$ cat src/rtl/mebk_regs.vh
`ifndef MEBK_REGS_VH
`define MEBK_REGS_VH

// Register indices on the plain register port.
`define MEBK_ADDR_CTRL 4'h0
`define MEBK_ADDR_RTIME 4'h1
`define MEBK_ADDR_FTIME 4'h2
`define MEBK_ADDR_RSRC 4'h3
`define MEBK_ADDR_FSRC 4'h4
`define MEBK_ADDR_RISE_SEL 4'h5
`define MEBK_ADDR_FALL_SEL 4'h6
`define MEBK_ADDR_PER_SEL 4'h7
`define MEBK_ADDR_SHUT_SEL 4'h8
`define MEBK_ADDR_STATUS 4'h9

// Blanking control field positions.
`define MEBK_FEBM_LSB 0
`define MEBK_REBM_LSB 4

// Blanking mode codes.
`define MEBK_MODE_OFF 2'h0
`define MEBK_MODE_IMM 2'h1

// Reset values.
`define MEBK_CTRL_RST 8'h00
`define MEBK_TIME_RST 8'h00
`define MEBK_SRC_RST 4'h0

`endif

$ cat src/rtl/mebk_blank_timer.v
`timescale 1ns/1ps
`default_nettype none
// One blanking interval timer.
module mebk_blank_timer #(
  parameter WIDTH = 8
) (
  input wire clock,
  input wire rst_n,
  input wire enable,
  input wire trigger,
  input wire [WIDTH-1:0] blank_time,
  output reg active,
  output reg [WIDTH-1:0] count
);
  wire ending;

  assign ending = active && (count == blank_time);

  always @(posedge clock or negedge rst_n) begin
    if (!rst_n) begin
      active <= 1'b0;
      count <= {WIDTH{1'b0}};
    end else if (!enable) begin
      active <= 1'b0;
      count <= {WIDTH{1'b0}};
    end else if (trigger && blank_time != {WIDTH{1'b0}}) begin
      // A new event restarts the interval from zero.
      active <= 1'b1;
      count <= {WIDTH{1'b0}};
    end else if (ending) begin
      active <= 1'b0;
      count <= {WIDTH{1'b0}};
    end else if (active) begin
      count <= count + {{(WIDTH-1){1'b0}}, 1'b1};
    end
  end
endmodule
`default_nettype wire

$ cat src/rtl/mebk_event_blank.v
`include "mebk_regs.vh"
`timescale 1ns/1ps
`default_nettype none
module mebk_event_blank #(
  parameter TIME_WIDTH = 8
) (
  input wire clock,
  input wire rst_n,
  input wire [3:0] address,
  input wire [7:0] write_data,
  input wire write_strobe,
  input wire read_strobe,
  output reg [7:0] read_data,
  input wire comparator1_synced_out,
  input wire comparator2_synced_out,
  input wire comparator3_synced_out,
  input wire external_event_pin,
  input wire sync_rise_event,
  input wire sync_fall_event,
  input wire sync_period_event,
  input wire sync_shutdown,
  output wire rise_event,
  output wire fall_event,
  output wire period_event,
  output wire shutdown_level
);
  // Source bit order in every select register: bit0..2 comparators, bit3 pin.
  reg [7:0] blanking_control;
  reg [TIME_WIDTH-1:0] rising_blank_time;
  reg [TIME_WIDTH-1:0] falling_blank_time;
  reg [3:0] rising_blanked_sources;
  reg [3:0] falling_blanked_sources;
  reg [3:0] rise_sel;
  reg [3:0] fall_sel;
  reg [3:0] period_sel;
  reg [3:0] shut_sel;
  reg [3:0] src_prev;
  wire [3:0] src_now;
  wire [3:0] src_rise;
  wire [3:0] blank_mask;
  wire [3:0] live_edge;
  wire [3:0] live_level;
  wire rise_active;
  wire fall_active;
  wire [TIME_WIDTH-1:0] rise_count;
  wire [TIME_WIDTH-1:0] fall_count;
  wire rise_blank_en;
  wire fall_blank_en;

  function mode_is_immediate;
    input [1:0] mode;
    begin
      mode_is_immediate = (mode == `MEBK_MODE_IMM);
    end
  endfunction

  // The pin joins the comparator bits unsynchronised so blanking covers it.
  assign src_now = {external_event_pin, comparator3_synced_out,
                    comparator2_synced_out, comparator1_synced_out};

  // Edge detect on all four sources; only shutdown uses the blanked level.
  assign src_rise = src_now & ~src_prev;

  assign rise_blank_en = mode_is_immediate(blanking_control[`MEBK_REBM_LSB +: 2]);
  assign fall_blank_en = mode_is_immediate(blanking_control[`MEBK_FEBM_LSB +: 2]);

  // With both modes off the mask is zero and sources pass straight through.
  assign blank_mask = (rise_active ? rising_blanked_sources : 4'h0) |
                      (fall_active ? falling_blanked_sources : 4'h0);

  assign live_edge = src_rise & ~blank_mask;
  assign live_level = src_now & ~blank_mask;

  assign rise_event = sync_rise_event | (|(live_edge & rise_sel));
  assign fall_event = sync_fall_event | (|(live_edge & fall_sel));
  assign period_event = sync_period_event | (|(live_edge & period_sel));
  assign shutdown_level = sync_shutdown | (|(live_level & shut_sel));

  always @(posedge clock or negedge rst_n) begin
    if (!rst_n) begin
      src_prev <= 4'h0;
    end else begin
      src_prev <= src_now;
    end
  end

  // Each edge owns its timer, so the two intervals may overlap freely.
  // Inputs are sampled on the clock, so the start may lag by one period.
  mebk_blank_timer #(
    .WIDTH(TIME_WIDTH)
  ) u_rise_timer (
    .clock(clock),
    .rst_n(rst_n),
    .enable(rise_blank_en),
    .trigger(rise_event),
    .blank_time(rising_blank_time),
    .active(rise_active),
    .count(rise_count)
  );

  mebk_blank_timer #(
    .WIDTH(TIME_WIDTH)
  ) u_fall_timer (
    .clock(clock),
    .rst_n(rst_n),
    .enable(fall_blank_en),
    .trigger(fall_event),
    .blank_time(falling_blank_time),
    .active(fall_active),
    .count(fall_count)
  );

  always @(posedge clock or negedge rst_n) begin
    if (!rst_n) begin
      blanking_control <= `MEBK_CTRL_RST;
      rising_blank_time <= {TIME_WIDTH{1'b0}};
      falling_blank_time <= {TIME_WIDTH{1'b0}};
      rising_blanked_sources <= `MEBK_SRC_RST;
      falling_blanked_sources <= `MEBK_SRC_RST;
      rise_sel <= `MEBK_SRC_RST;
      fall_sel <= `MEBK_SRC_RST;
      period_sel <= `MEBK_SRC_RST;
      shut_sel <= `MEBK_SRC_RST;
    end else if (write_strobe) begin
      case (address)
        `MEBK_ADDR_CTRL: begin
          blanking_control <= write_data & 8'h33;
        end
        `MEBK_ADDR_RTIME: begin
          rising_blank_time <= write_data[TIME_WIDTH-1:0];
        end
        `MEBK_ADDR_FTIME: begin
          falling_blank_time <= write_data[TIME_WIDTH-1:0];
        end
        `MEBK_ADDR_RSRC: begin
          rising_blanked_sources <= write_data[3:0];
        end
        `MEBK_ADDR_FSRC: begin
          falling_blanked_sources <= write_data[3:0];
        end
        `MEBK_ADDR_RISE_SEL: begin
          rise_sel <= write_data[3:0];
        end
        `MEBK_ADDR_FALL_SEL: begin
          fall_sel <= write_data[3:0];
        end
        `MEBK_ADDR_PER_SEL: begin
          period_sel <= write_data[3:0];
        end
        `MEBK_ADDR_SHUT_SEL: begin
          shut_sel <= write_data[3:0];
        end
        default: begin
        end
      endcase
    end
  end

  always @(posedge clock or negedge rst_n) begin
    if (!rst_n) begin
      read_data <= 8'h00;
    end else if (read_strobe) begin
      case (address)
        `MEBK_ADDR_CTRL: read_data <= blanking_control;
        `MEBK_ADDR_RTIME: read_data <= rising_blank_time;
        `MEBK_ADDR_FTIME: read_data <= falling_blank_time;
        `MEBK_ADDR_RSRC: read_data <= {4'h0, rising_blanked_sources};
        `MEBK_ADDR_FSRC: read_data <= {4'h0, falling_blanked_sources};
        `MEBK_ADDR_RISE_SEL: read_data <= {4'h0, rise_sel};
        `MEBK_ADDR_FALL_SEL: read_data <= {4'h0, fall_sel};
        `MEBK_ADDR_PER_SEL: read_data <= {4'h0, period_sel};
        `MEBK_ADDR_SHUT_SEL: read_data <= {4'h0, shut_sel};
        `MEBK_ADDR_STATUS: read_data <= {6'h00, fall_active, rise_active};
        default: read_data <= 8'h00;
      endcase
    end else begin
      read_data <= 8'h00;
    end
  end

  // Counters are kept for status visibility in simulation; unused here.
  wire unused_counts;
  assign unused_counts = ^{rise_count, fall_count};
endmodule
`default_nettype wire

$ cat config.mk
export PLATFORM = sky130hd
export DESIGN_NAME = mebk_event_blank
export DESIGN_NICKNAME = d
export VERILOG_FILES = /design/src/rtl/mebk_blank_timer.v /design/src/rtl/mebk_event_blank.v
export VERILOG_INCLUDE_DIRS = /design/src /design/src/rtl
export SDC_FILE = /design/constraint.sdc
export NUM_CORES = 1
export LEC_CHECK = 0
export CAP_MARGIN = 20
export CORE_MARGIN = 3
export CORE_UTILIZATION = 57
export DETAILED_ROUTE_END_ITERATION = 16
export DONT_BUFFER_PORTS = 1
export PLACE_DENSITY = 0.75
export SKIP_LAST_GASP = 1
export SLEW_MARGIN = 20
export SYNTH_ARGS = -nofsm -noshare
export SYNTH_HDL_FRONTEND = slang
export SYNTH_SLANG_ARGS = --single-unit
$ cat constraint.sdc
create_clock -name clock -period 1.64 [get_ports clock]
set_input_delay 0.328 -clock clock [delete_from_list [all_inputs] [get_ports clock]]
set_output_delay 0.328 -clock clock [all_outputs]
set_load 0.02 [all_outputs]
After elaboration in Yosys (flattened, before gate mapping)
Index checks and enable logic that the tools add are counted.

Register bits: 74. Latch bits: 0. Memory bits (writable): 0. Memory bits (read-only): 0. Input port bits: 24. Output and inout bits: 12. Memories kept: 0.

Add/sub/neg operators: 2. Multiply operators: 0. Div/mod/pow operators: 0. $lt $le $gt $ge: 0. Eq/ne operators: 17. Shifts and indexed selects: 0. Mux-type cells: 18. Bitwise logic cells: 14. Reduce and logical (&&, ||, !) cells: 20.

Operator list (number): case mux 8 bit (10 select lines) (1); two-way mux 8 bit (9); AND 4 bit (7); AND reduction 2 bit (9); adder 8 x 1 -> 8 bit, second input constant (2); equality test 4 x 3 -> 1 bit, second input constant (4); equality test 8 bit (2); nonzero test 8 bit (2); OR reduction 4 bit (4); equality test 4 x 2 -> 1 bit, second input constant (2); equality test 4 bit, second input constant (2); two-way mux 4 bit (2); != test 4 bit, second input constant (2); NOT 4 bit (2); two-way mux 1 bit (6); != test 3 bit, second input constant (2); equality test 2 x 1 -> 1 bit, second input constant (2); equality test 4 x 1 -> 1 bit, second input constant (1); logical AND 1 bit (4); logical NOT 4 bit (1); bitwise OR 1 bit (4); bitwise OR 4 bit (1).

Logic depth before layout (Yosys ltp)
Gate-level depths: netlist of run 1.

Depth in word-level cells: 10. Depth in mapped cells: 6. Mapped depth without buffers: 5.

Hierarchy
Synthesis of run 1 repeated with hierarchy kept, for this count alone.

Cells, all modules: 329. Area, all modules: 3856.2 sq um.

By module, submodules not included: mebk_event_blank (times used 1, cells each 215, area each 2745.1 sq um, sequential area each 1401.3 sq um); mebk_blank_timer (times used 2, cells each 57, area each 555.5 sq um, sequential area each 225.2 sq um).

Worst setup path before layout of run 1
OpenSTA, ideal clock, no wires.

Path kind: register -> register. From: reg falling_blank_time[4]. To: reg u_fall_timer.count[7]. Setup time: 111 ps. Arrival time: 1431 ps. Required time: 1529 ps. Slack: 98 ps. Stages on the path, launching flop included: 5. Path buffers: 0. Clock period less this slack: 1542 ps. Cell sequence: dfrtp_1 -> or4_4 -> nor2_4 -> a41oi_4 -> a2111oi_2.

Longest elaborated chain between the ends: 5.

RTL lines: start: declaration (line mebk_event_blank.v:30) `reg [TIME_WIDTH-1:0] falling_blank_time;`; start signal: assignment (line mebk_event_blank.v:117) `falling_blank_time <= {TIME_WIDTH{1'b0}};`; start signal: assignment (line mebk_event_blank.v:133) `falling_blank_time <= write_data[TIME_WIDTH-1:0];`; equality test 8 bit (line mebk_blank_timer.v:17) `assign ending = active && (count == blank_time);`; logical AND 1 bit (line mebk_blank_timer.v:17); two-way mux 8 bit (line mebk_blank_timer.v:30) `end else if (ending) begin`; two-way mux 8 bit (line mebk_blank_timer.v:26) `end else if (trigger && blank_time != {WIDTH{1'b0}}) begin`; two-way mux 8 bit (line mebk_blank_timer.v:23) `end else if (!enable) begin`; end signal: assignment (line mebk_blank_timer.v:22) `count <= {WIDTH{1'b0}};`; end signal: assignment (line mebk_blank_timer.v:25) `count <= {WIDTH{1'b0}};`; end signal: assignment (line mebk_blank_timer.v:32) `count <= {WIDTH{1'b0}};`; end: declaration (line mebk_blank_timer.v:13) `output reg [WIDTH-1:0] count`.

Several ways; a longest one is shown, not always the timed one. A chain may end at the register's enable or synchronous reset.

Worst setup path after layout of run 1
From: reg u_rise_timer.active. To: out period_event.

Longest elaborated chain between the ends: 7.

RTL lines: start: declaration (line mebk_blank_timer.v:12) `output reg active,`; start signal: assignment (line mebk_blank_timer.v:21) `active <= 1'b0;`; start signal: assignment (line mebk_blank_timer.v:24) `active <= 1'b0;`; start signal: assignment (line mebk_blank_timer.v:28) `active <= 1'b1;`; two-way mux 4 bit (line mebk_event_blank.v:68) `assign blank_mask = (rise_active ? rising_blanked_sources : 4'h0) |`; bitwise OR 4 bit (line mebk_event_blank.v:68); NOT 4 bit (line mebk_event_blank.v:71) `assign live_edge = src_rise & ~blank_mask;`; AND 4 bit (line mebk_event_blank.v:71); AND 4 bit (line mebk_event_blank.v:76) `assign period_event = sync_period_event | (|(live_edge & period_sel));`; OR reduction 4 bit (line mebk_event_blank.v:76); bitwise OR 1 bit (line mebk_event_blank.v:76); end: declaration (line mebk_event_blank.v:24) `output wire period_event,`.

Every way passes these cells.

==> results of run 1 <==
cell families (layout without fill, tap and decap cells):
family / Yosys count / in the layout
mux: 54 / 54
simple gates: 99 / 99
flops: 74 / 74
xor+xnor: 28 / 28
buf+inv: 20 / 69
compound gates: 57 / 57
fa+ha+maj: 2 / 2
power by group through the flow:
stage          clock network, mW  logic (mW)  registers [mW]
6_report                    1.51        1.56            2.38
3_5_place_dp                   0        1.34            2.39
3_3_place_gp                   0        1.31            2.37
4_1_cts                     1.54        1.42            2.37
5_1_grt                     1.62        1.66            2.41
2_1_floorplan                  0       0.901            2.34
cells in the mapped netlist (all sizes together) (2+ instances only):
cell / number
and3: 4
a22oi: 5
dfrtp: 74
o21a: 4
and4: 2
a211oi: 5
nand4: 12
nor2b: 8
nor3: 2
o21ba: 2
o21ai: 4
xor2: 6
nor2: 17
a2111oi: 12
nand2b: 7
a21o: 2
mux4: 3
a21oi: 3
or4: 4
a21boi: 4
nand4b: 10
mux2: 47
xnor2: 22
ha: 2
clkbuf: 5
a31oi: 2
buf: 12
o211ai: 3
nand3: 13
inv: 3
mux2i: 4
nand2: 19
a41oi: 5
flip-flops by register name, summed over array words and instances, names as in the netlist, 8 cells and up:
signal              count
u_fall_timer.count      8
falling_blank_time      8
rising_blank_time       8
u_rise_timer.count      8
read_data               8
through the flow:
| stage | instance area (sq um) | cells | setup slack (ps) | utilization |
|---|---|---|---|---|
| after floorplan | 4045 | 334 | 98.00 | - |
| after global placement | 4368 | 448 | -65.92 | 0.6394 |
| after detailed placement | 4368 | 448 | -46.07 | 0.6394 |
| after CTS | 4715 | 474 | -261.5 | 0.6901 |
| after global routing | 4931 | 479 | -325.5 | 0.7218 |
| final | 4931 | 479 | -266.7 | 0.7218 |
worst paths after layout:
kind	from	end	slack, ps	cells after the start
max in group asynchronous	rst_n	u_fall_timer.active	1870	0
setup reg to reg	u_rise_timer.active	u_fall_timer.count[7]	-70	7
hold reg to reg	blanking_control[5]	blanking_control[5]	530	1
min in group clock	address[0]	read_data[2]	70	1
setup / recovery	u_rise_timer.active	period_event	-270	5
hold / removal	rst_n	rise_sel[0]	-340	0
critical path, delay by kind of cell (launching register included):
| family | cells | cell delay (ps) |
|---|---|---|
| buffers and inverters | 1 | 150 |
| AND/OR/NAND/NOR | 3 | 420 |
| AO/OA/AOI/OAI | 1 | 180 |
| flip-flops | 1 | 480 |
area by class of cell:
cell class,count,share of cell area
multi-input cells,240,0.4684
flip-flops and latches,74,0.3760
repair buffers,51,0.08703
clock buffers,9,0.02512
well taps,96,0.02436
clock inverters,6,0.01675
inverters,3,0.002284
layer usage:
metal,track usage,share of wire,up-vias
met4,0.1135,0.027,0
met1,0.3236,0.41,1515
met2,0.4244,0.50,119
met5,0,0,-
met3,0.05607,0.064,24
li1,-,-,1345
repair_timing:
item,CTS,global route
resized for setup,9,22
endpoints found under the hold margin,78,74
setup buffers,7,6
pin swaps,13,8
setup endpoints to repair,20,21
==> flow_metrics.py, run 1 <==
metrics = {
    "yosys": {
        "seq_area_frac_synth": 0.4578,
        "async_flop_share": 1.000,
        "synth_top_area_cell": "dfrtp_1",
        "synthXorXnorAreaFrac": 0.06062,
        "synth.ff_latch_count": 74,
        "synth_fp_nets": 360,
        "synth_top_area_frac": 0.4578,
        "synth-edff-count": 0,
        "synthAdderAreaFrac": 0.006186,
        "syn_avg_cell_area_sq_um": 12.11,
        "synth_compound_area_frac": 0.1491,
        "synth_top_cells_by_area": "dfrtp_1, mux2_2, xnor2_1, a2111oi_2, nand4b_1",
        "synth-simple-area-share": 0.1451,
        "synth_top_family_by_area": "multiplexers",
        "synth_area_sq_mm": 0.004045,
        "synthCells": 334,
        "synth_ff_type": "dfrtp_1",
        "ys_warn_count": 0,
        "synth.area.mux_share": 0.1574,
        "yosysUniqueCellTypes": 52,
    },
    "setup_path": {
        "path_max_fanout": 5,
        "crit_type": "reg2out",
        "crit_path_cell_trace": "buf_6, a21boi_4, nand4b_1, and3_1, nand2_2",
        "start_kind": "flop",
        "arrival_ps": 1580,
        "crit_path_end_kind": "output pin",
        "critical_path_required_ps": 1310,
        "critPathSlowestCell": "dfrtp_2",
        "critPathMaxStageDelay_ps": 480,
    },
    "hold_path": {
        "hold_path.class": "in2async",
    },
    "cells_and_area": {
        "multi_input_area_sq_mm": 0.002310,
        "nNetsFinal": 405,
        "layout_commonest_cell": "dfrtp_1",
        "layout_common_cells": "dfrtp_1, mux2_2, buf_4, xnor2_1, nand2_1",
        "fillers": 479,
        "diodes": 0,
        "drive_gt1_frac": 0.4021,
        "regArea_sq_mm": 0.001854,
        "area_delta_synth_final_pct": 21.90,
    },
    "status": {
        "violations": "hold timing, setup timing",
        "status": "complete, but fails checks",
    },
    "timing": {
        "tightest_slew_ps": 799.7,
        "maxSlewHeadroom": 0.4669,
        "hold_ws_ps": -337.3,
        "min_period_over_period": 1.163,
        "slew_viol_final": 0,
        "fin_setup_tns_ps": -1829,
        "fmax_mhz": 524.5,
        "setup-violations-final": 20,
        "finClkSkew_ps": 4.427,
        "fin_ws_ps": -266.7,
        "layout_min_cycle_time_ps": 1907,
        "rsz0062_at_grt": "true",
        "hold_violations": 74,
    },
    "floorplan": {
        "die_y_um": 90.24,
        "ioPinCount": 36,
        "dieArea_sq_mm": 0.008143,
        "start_util": 0.5921,
        "rows": 30,
        "design.core.area_sq_mm": 0.006832,
        "die_w_um": 90.24,
    },
    "route": {
        "drtIter0Drc": 196,
        "drcViolationCount": 0,
        "ant_nets": 0,
        "first_pass_iters": 4,
        "vias_per_cell": 6.269,
        "vias": 3003,
        "routed_wl_mm": 10.12,
        "wire_per_inst_um": 21.12,
    },
    "global_route": {
        "grt_max_degree": 75,
        "grtUsageTotal": 0.2565,
        "grt_overflow": 0,
        "grt_pass1_vias": 3105,
        "grt_pass1_wl_mm": 16.35,
        "antenna_found_initial": 0,
    },
    "cts": {
        "clk_path_buf_depth": 2,
        "ctsHtreeMaxLevel": 3,
        "root_buffer": "clkbuf_8",
        "insertion_delay_ps": 350,
        "cts_buffers": 9,
        "clk_pin_slew_ps": 70,
        "holdBufCountCts": 4,
        "cts.sinks": 74,
        "cts_tree": "done",
    },
    "power_and_ir_drop": {
        "power_mw": 5.451,
        "clockPowerShare": 0.277,
        "p_switching_mw": 1.684,
        "vdd.ir_drop.worst_uv": 493.9,
        "netSwitchingFraction": 0.3090,
        "powerDensity_mw_per_mm2": 1105,
        "power_frac_seq": 0.437,
        "power_report.internal_total_mw": 3.767,
        "p_leak_nw": 1.911,
        "p_comb_frac": 0.286,
    },
    "placed_design": {
        "port_buffers": 0,
        "place_hpwl_mm": 6.819,
        "gp_congestion": 0.9307,
    },
    "job": {
        "maxCapViolCount": 0,
    },
}
Note: power is estimated with default switching activity, not from simulation.
==> inputs of run 2 (changes only) <==
REMOVE_ABC_BUFFERS = 1   (was unset)
==> flow_metrics.py, run 2 (same netlist as run 1, synthesis figures left out) <==
metrics = {
    "setup_path": {
        "crit_path_end_kind": "output pin",
        "r2r_cells": 7,
        "crit_path_cell_trace": "a21boi_4, a41oi_4, nand4_1, buf_4",
        "path_max_fanout": 4,
        "critPathMaxStageDelay_ps": 460,
        "arrival_ps": 1620,
        "start_kind": "flop",
        "critical_path_required_ps": 1310,
        "critPathSlowestCell": "dfrtp_2",
        "r2r_slack_ps": -150,
        "crit_type": "reg2out",
        "rr_startpoint": "u_rise_timer.active",
        "reg2reg_to": "u_rise_timer.count[6]",
        "crit_path_start": "u_rise_timer.active",
        "crit_family": "compound AO/OA/AOI/OAI gates",
        "critPathBufInv": 1,
    },
    "timing": {
        "hold_violations": 74,
        "rsz0062_at_grt": "true",
        "slew_viol_final": 0,
        "setup-violations-final": 22,
        "finClkSkew_ps": 13.18,
        "fin_ws_ps": -309.2,
        "layout_min_cycle_time_ps": 1949,
        "tightest_slew_ps": 864.1,
        "maxSlewHeadroom": 0.4239,
        "fmax_mhz": 513.0,
        "min_period_over_period": 1.189,
        "hold_ws_ps": -351.7,
    },
    "placed_design": {
        "post-place-ws_ps": -33.40,
        "place_hpwl_mm": 7.083,
        "gp_congestion": 0.9317,
        "placed_cell_area_sq_mm": 0.004405,
        "port_buffers": 0,
    },
    "route": {
        "vias_per_cell": 6.324,
        "ant_nets": 0,
        "drcViolationCount": 0,
        "drtIter0Drc": 232,
        "vias": 3042,
        "routed_wl_mm": 10.50,
        "wire_per_inst_um": 21.84,
        "first_pass_iters": 5,
    },
    "cells_and_area": {
        "fillers": 453,
        "diodes": 0,
        "area_delta_synth_final_pct": 23.35,
        "layout_common_cells": "dfrtp_1, mux2_2, buf_4, xnor2_1, nand2_1",
        "final_cell_area_sq_mm": 0.004990,
        "nNetsFinal": 406,
        "drive_gt1_frac": 0.3974,
        "layout_commonest_cell": "dfrtp_1",
    },
    "status": {
        "status": "complete, but fails checks",
        "violations": "hold timing, setup timing",
    },
    "hold_path": {
        "hold_path.class": "in2async",
    },
    "cts": {
        "insertion_delay_ps": 360,
        "clk_pin_slew_ps": 90,
        "clk_path_buf_depth": 2,
        "cts.sinks": 74,
        "cts_buffers": 9,
        "ctsHtreeMaxLevel": 3,
        "cts_tree": "done",
        "root_buffer": "clkbuf_8",
        "holdBufCountCts": 4,
    },
    "global_route": {
        "grt_overflow": 0,
        "grt_max_degree": 75,
        "grt_pass1_vias": 3232,
        "grtUsageTotal": 0.2696,
        "grt_pass1_wl_mm": 17.09,
        "antenna_found_initial": 0,
    },
    "floorplan": {
        "rows": 30,
        "ioPinCount": 36,
        "die_y_um": 90.24,
        "design.core.area_sq_mm": 0.006832,
        "die_w_um": 90.24,
        "start_util": 0.5921,
        "dieArea_sq_mm": 0.008143,
    },
    "job": {
        "maxCapViolCount": 0,
    },
    "power_and_ir_drop": {
        "vdd.ir_drop.worst_uv": 958.9,
        "powerDensity_mw_per_mm2": 1125,
        "p_leak_nw": 1.900,
    },
}
run 2: changes by cell type in the layout (fill, tap and decap cells not counted), moves of 2 or more:
cell	before	now
xnor2_1	18	22
nand2_2	2	0
o21ba_1	2	0
clkinvlp_4	1	4
xnor2_2	4	0
buf_6	3	5
o21ba_4	0	2
clkinv_2	3	0
run 2: report_power, final:
group / total, mW / internal [mW] / switching (mW)
Combinational: 1.62 / 0.836 / 0.783
Clock: 1.63 / 0.897 / 0.733
Sequential: 2.36 / 2.11 / 0.258
Total: 5.61 / 3.84 / 1.77
run 2: timing repair:
item                       CTS  global route
cloned                       0             0
resized for setup           17            17
hold endpoints to repair    78            74
setup endpoints to repair   20            22
pin swaps                   14            10
buffers inserted            57             2
run 2: layer usage:
layer  wire length, um  GRT usage  vias up
met5                 0          0        -
met4               370     0.1288        0
met3               703    0.06862       41
met2              5076     0.4281      147
met1              4354     0.3455     1506
li1                  -          -     1348
run 2: per-stage QoR:
step | util | instances | hold slack, ps | power, mW | TNS, ps
after floorplan | - | 317 | 32.41 | 3.184 | -2736
after CTS | 0.7126 | 481 | -354.8 | 5.499 | -3080
after detailed placement | 0.6449 | 453 | 34.26 | 3.763 | -263.2
final | 0.7304 | 481 | -351.7 | 5.613 | -3301
after global routing | 0.7304 | 481 | -362.5 | 5.858 | -4504
after global placement | 0.6449 | 453 | 34.65 | 3.713 | -35.28
run 2: worst max path at each step:
stage	slack [ps]	to	cells after the start
6_report	-310	fall_event	4
5_1_grt	-360	rise_event	5
3_3_place_gp	-20	fall_event	5
3_5_place_dp	-30	u_fall_timer.count[6]	5
4_1_cts	-320	fall_event	5
2_1_floorplan	-200	u_rise_timer.count[7]	4
run 2: cell type report:
type | instances | area, sq um | share of cell area
clock buffers | 10 | 137.6 | 0.02758
clock inverters | 6 | 90.09 | 0.01805
inverters | 3 | 11.26 | 0.002257
multi-input cells | 240 | 2333 | 0.4677
flip-flops and latches | 74 | 1853 | 0.3714
well taps | 96 | 120.1 | 0.02407
repair buffers | 52 | 444.2 | 0.08902
==> inputs of run 3 (changes only) <==
SYNTH_HIERARCHICAL = 1   (was unset)
==> flow_metrics.py, run 3 <==
metrics = {
    "setup_path": {
        "path_max_fanout": 5,
        "critPathSlowestCell": "dfrtp_2",
        "crit_path_cell_trace": "a22oi_2, buf_4, nand4b_1, nand3_1, a211o_1",
        "crit_family": "flip-flops",
        "critPathBufInv": 1,
        "crit_path_end_kind": "output pin",
        "arrival_ps": 1650,
        "critPathMaxStageDelay_ps": 460,
        "critical_path_required_ps": 1310,
        "start_kind": "flop",
        "r2r_slack_ps": -120,
        "crit_type": "reg2out",
    },
    "placed_design": {
        "post-place-ws_ps": -66.17,
        "place_hpwl_mm": 6.284,
        "gp_congestion": 0.9706,
        "dp.cells": 419,
        "port_buffers": 0,
    },
    "route": {
        "routed_wl_mm": 9.327,
        "vias": 2828,
        "drtIter0Drc": 285,
        "vias_per_cell": 6.384,
        "ant_nets": 0,
        "wire_per_inst_um": 21.05,
        "drcViolationCount": 0,
        "first_pass_iters": 6,
    },
    "floorplan": {
        "die_w_um": 88.25,
        "rows": 29,
        "design.core.area_sq_mm": 0.006459,
        "start_util": 0.5971,
        "dieArea_sq_mm": 0.007788,
        "ioPinCount": 36,
        "die_y_um": 88.25,
    },
    "cells_and_area": {
        "diodes": 0,
        "layout_commonest_cell": "dfrtp_1",
        "drive_gt1_frac": 0.3497,
        "area_delta_synth_final_pct": 16.97,
        "fillers": 461,
        "final_util": 0.6984,
        "final_cells": 443,
        "layout_common_cells": "dfrtp_1, mux2_2, buf_4, nand2_1, xnor2_1",
        "nNetsFinal": 387,
    },
    "yosys": {
        "synth_common_cells": "dfrtp_1, mux2_2, nand2_1",
        "synth_top_area_cell": "dfrtp_1",
        "async_flop_share": 1.000,
        "syn_avg_cell_area_sq_um": 11.72,
        "synth_top_area_frac": 0.4802,
        "synth_top_cells_by_area": "dfrtp_1, mux2_2, xnor2_1, nand4b_1, xor2_1",
        "seq_area_frac_synth": 0.4802,
        "synthCells": 329,
        "yosysMostFrequentCell": "dfrtp_1",
        "synth.ff_latch_count": 74,
        "synth_area_sq_mm": 0.003856,
        "synth_ff_type": "dfrtp_1",
        "ys_warn_count": 6,
        "synth-edff-count": 0,
        "yosysUniqueCellTypes": 52,
    },
    "timing": {
        "fin_ws_ps": -341.8,
        "min_period_over_period": 1.208,
        "finClkSkew_ps": 10.75,
        "maxSlewHeadroom": 0.6985,
        "hold_ws_ps": -335.1,
        "tightest_slew_ps": 446.5,
        "layout_min_cycle_time_ps": 1982,
        "rsz0062_at_grt": "true",
        "hold_violations": 74,
        "slew_viol_final": 0,
        "fin_setup_tns_ps": -2183,
        "fmax_mhz": 504.6,
        "setup-violations-final": 21,
    },
    "cts": {
        "holdBufCountCts": 4,
        "cts_tree": "done",
        "ctsHtreeMaxLevel": 3,
        "insertion_delay_ps": 350,
        "root_buffer": "clkbuf_8",
        "cts_buffers": 9,
        "clk_path_buf_depth": 2,
        "cts.sinks": 74,
        "clk_pin_slew_ps": 80,
    },
    "job": {
        "maxCapViolCount": 0,
    },
    "global_route": {
        "grtUsageTotal": 0.2562,
        "grt_max_degree": 75,
        "grt_pass1_wl_mm": 14.83,
        "grt_pass1_vias": 2770,
        "grt_overflow": 0,
        "antenna_found_initial": 0,
    },
    "power_and_ir_drop": {
        "vdd.ir_drop.worst_uv": 711.7,
        "powerDensity_mw_per_mm2": 1165,
        "p_leak_nw": 1.877,
    },
    "status": {
        "status": "complete, but fails checks",
        "violations": "hold timing, setup timing",
    },
    "hold_path": {
        "hold_path.class": "in2async",
    },
}
==> run 3: cell count changes in the layout (fill, tap and decap cells not counted), sizes merged, moves of 6 or more <==
cell     delta
xor2        +6
xnor2       -6
a2111oi    -12
nor3       +13
a21oi       +8
buf        -19
==> run 3: power breakdown <==
| group | switching, mW | internal, mW | leakage (nW) |
|---|---|---|---|
| clock | 0.668 | 1.01 | 0.114 |
| combinational | 0.512 | 0.671 | 0.820 |
| sequential | 0.290 | 2.11 | 0.944 |
==> run 3: stage by stage <==
step	power, mW	hold slack (ps)	cell area (sq um)
4_1_cts	5.242	-351.1	4476
3_3_place_gp	3.433	34.99	4060
5_1_grt	5.496	-353.6	4511
2_1_floorplan	3.037	32.41	3776
6_report	5.255	-335.1	4511
3_5_place_dp	3.459	35.04	4060
==> run 3: path summary, 6_finish.rpt <==
kind / start / to / cells past startpoint
setup / recovery: u_fall_timer/active / period_event / 5
max in group asynchronous: rst_n / u_rise_timer/active / 0
hold reg to reg: blanking_control[4] / blanking_control[4] / 1
hold / removal: rst_n / u_fall_timer/count[5] / 0
setup reg to reg: u_fall_timer/active / u_rise_timer/count[5] / 9
min in group clock: address[2] / read_data[2] / 1
==> run 3: logic make-up (layout without fill, tap and decap cells) <==
logic type                 after synthesis  after routing  synth area share
and+or+nand+nor                        112            112            0.1755
DFF                                     74             74            0.4802
muxes                                   55             55            0.1703
AOI/OAI and AO/OA                       44             44           0.08111
xor gates and xnor gates                28             28           0.06359
buffers and inverters                   14             51           0.02271
adders and majority gates                2              2          0.006488
==> run 3: area by class of cell <==
class	instances	area [sq um]	share of cell area
Multi-Input combinational cell	241	2046	0.4535
Inverter	2	7.507	0.001664
Tap cell	77	96.34	0.02136
Clock buffer	11	131.4	0.02913
Clock inverter	5	102.6	0.02275
Sequential cell	74	1854	0.4111
Timing Repair Buffer	33	272.8	0.06047
==> run 3: routing by layer <==
metal  track usage  up-vias  routed length, um
li1              -     1293                  -
met1        0.3677     1408               4159
met2        0.3875      105               4363
met3       0.05400       22                584
met4       0.09066        0                219
met5             0        -                  0
==> run 3: repair_timing <==
action | 4_1_cts | 5_1_grt
buffers inserted | 3 | 2
pin swaps | 18 | 11
endpoints found under the setup margin | 21 | 22
resized for setup | 26 | 7
hold endpoints to repair | 78 | 74
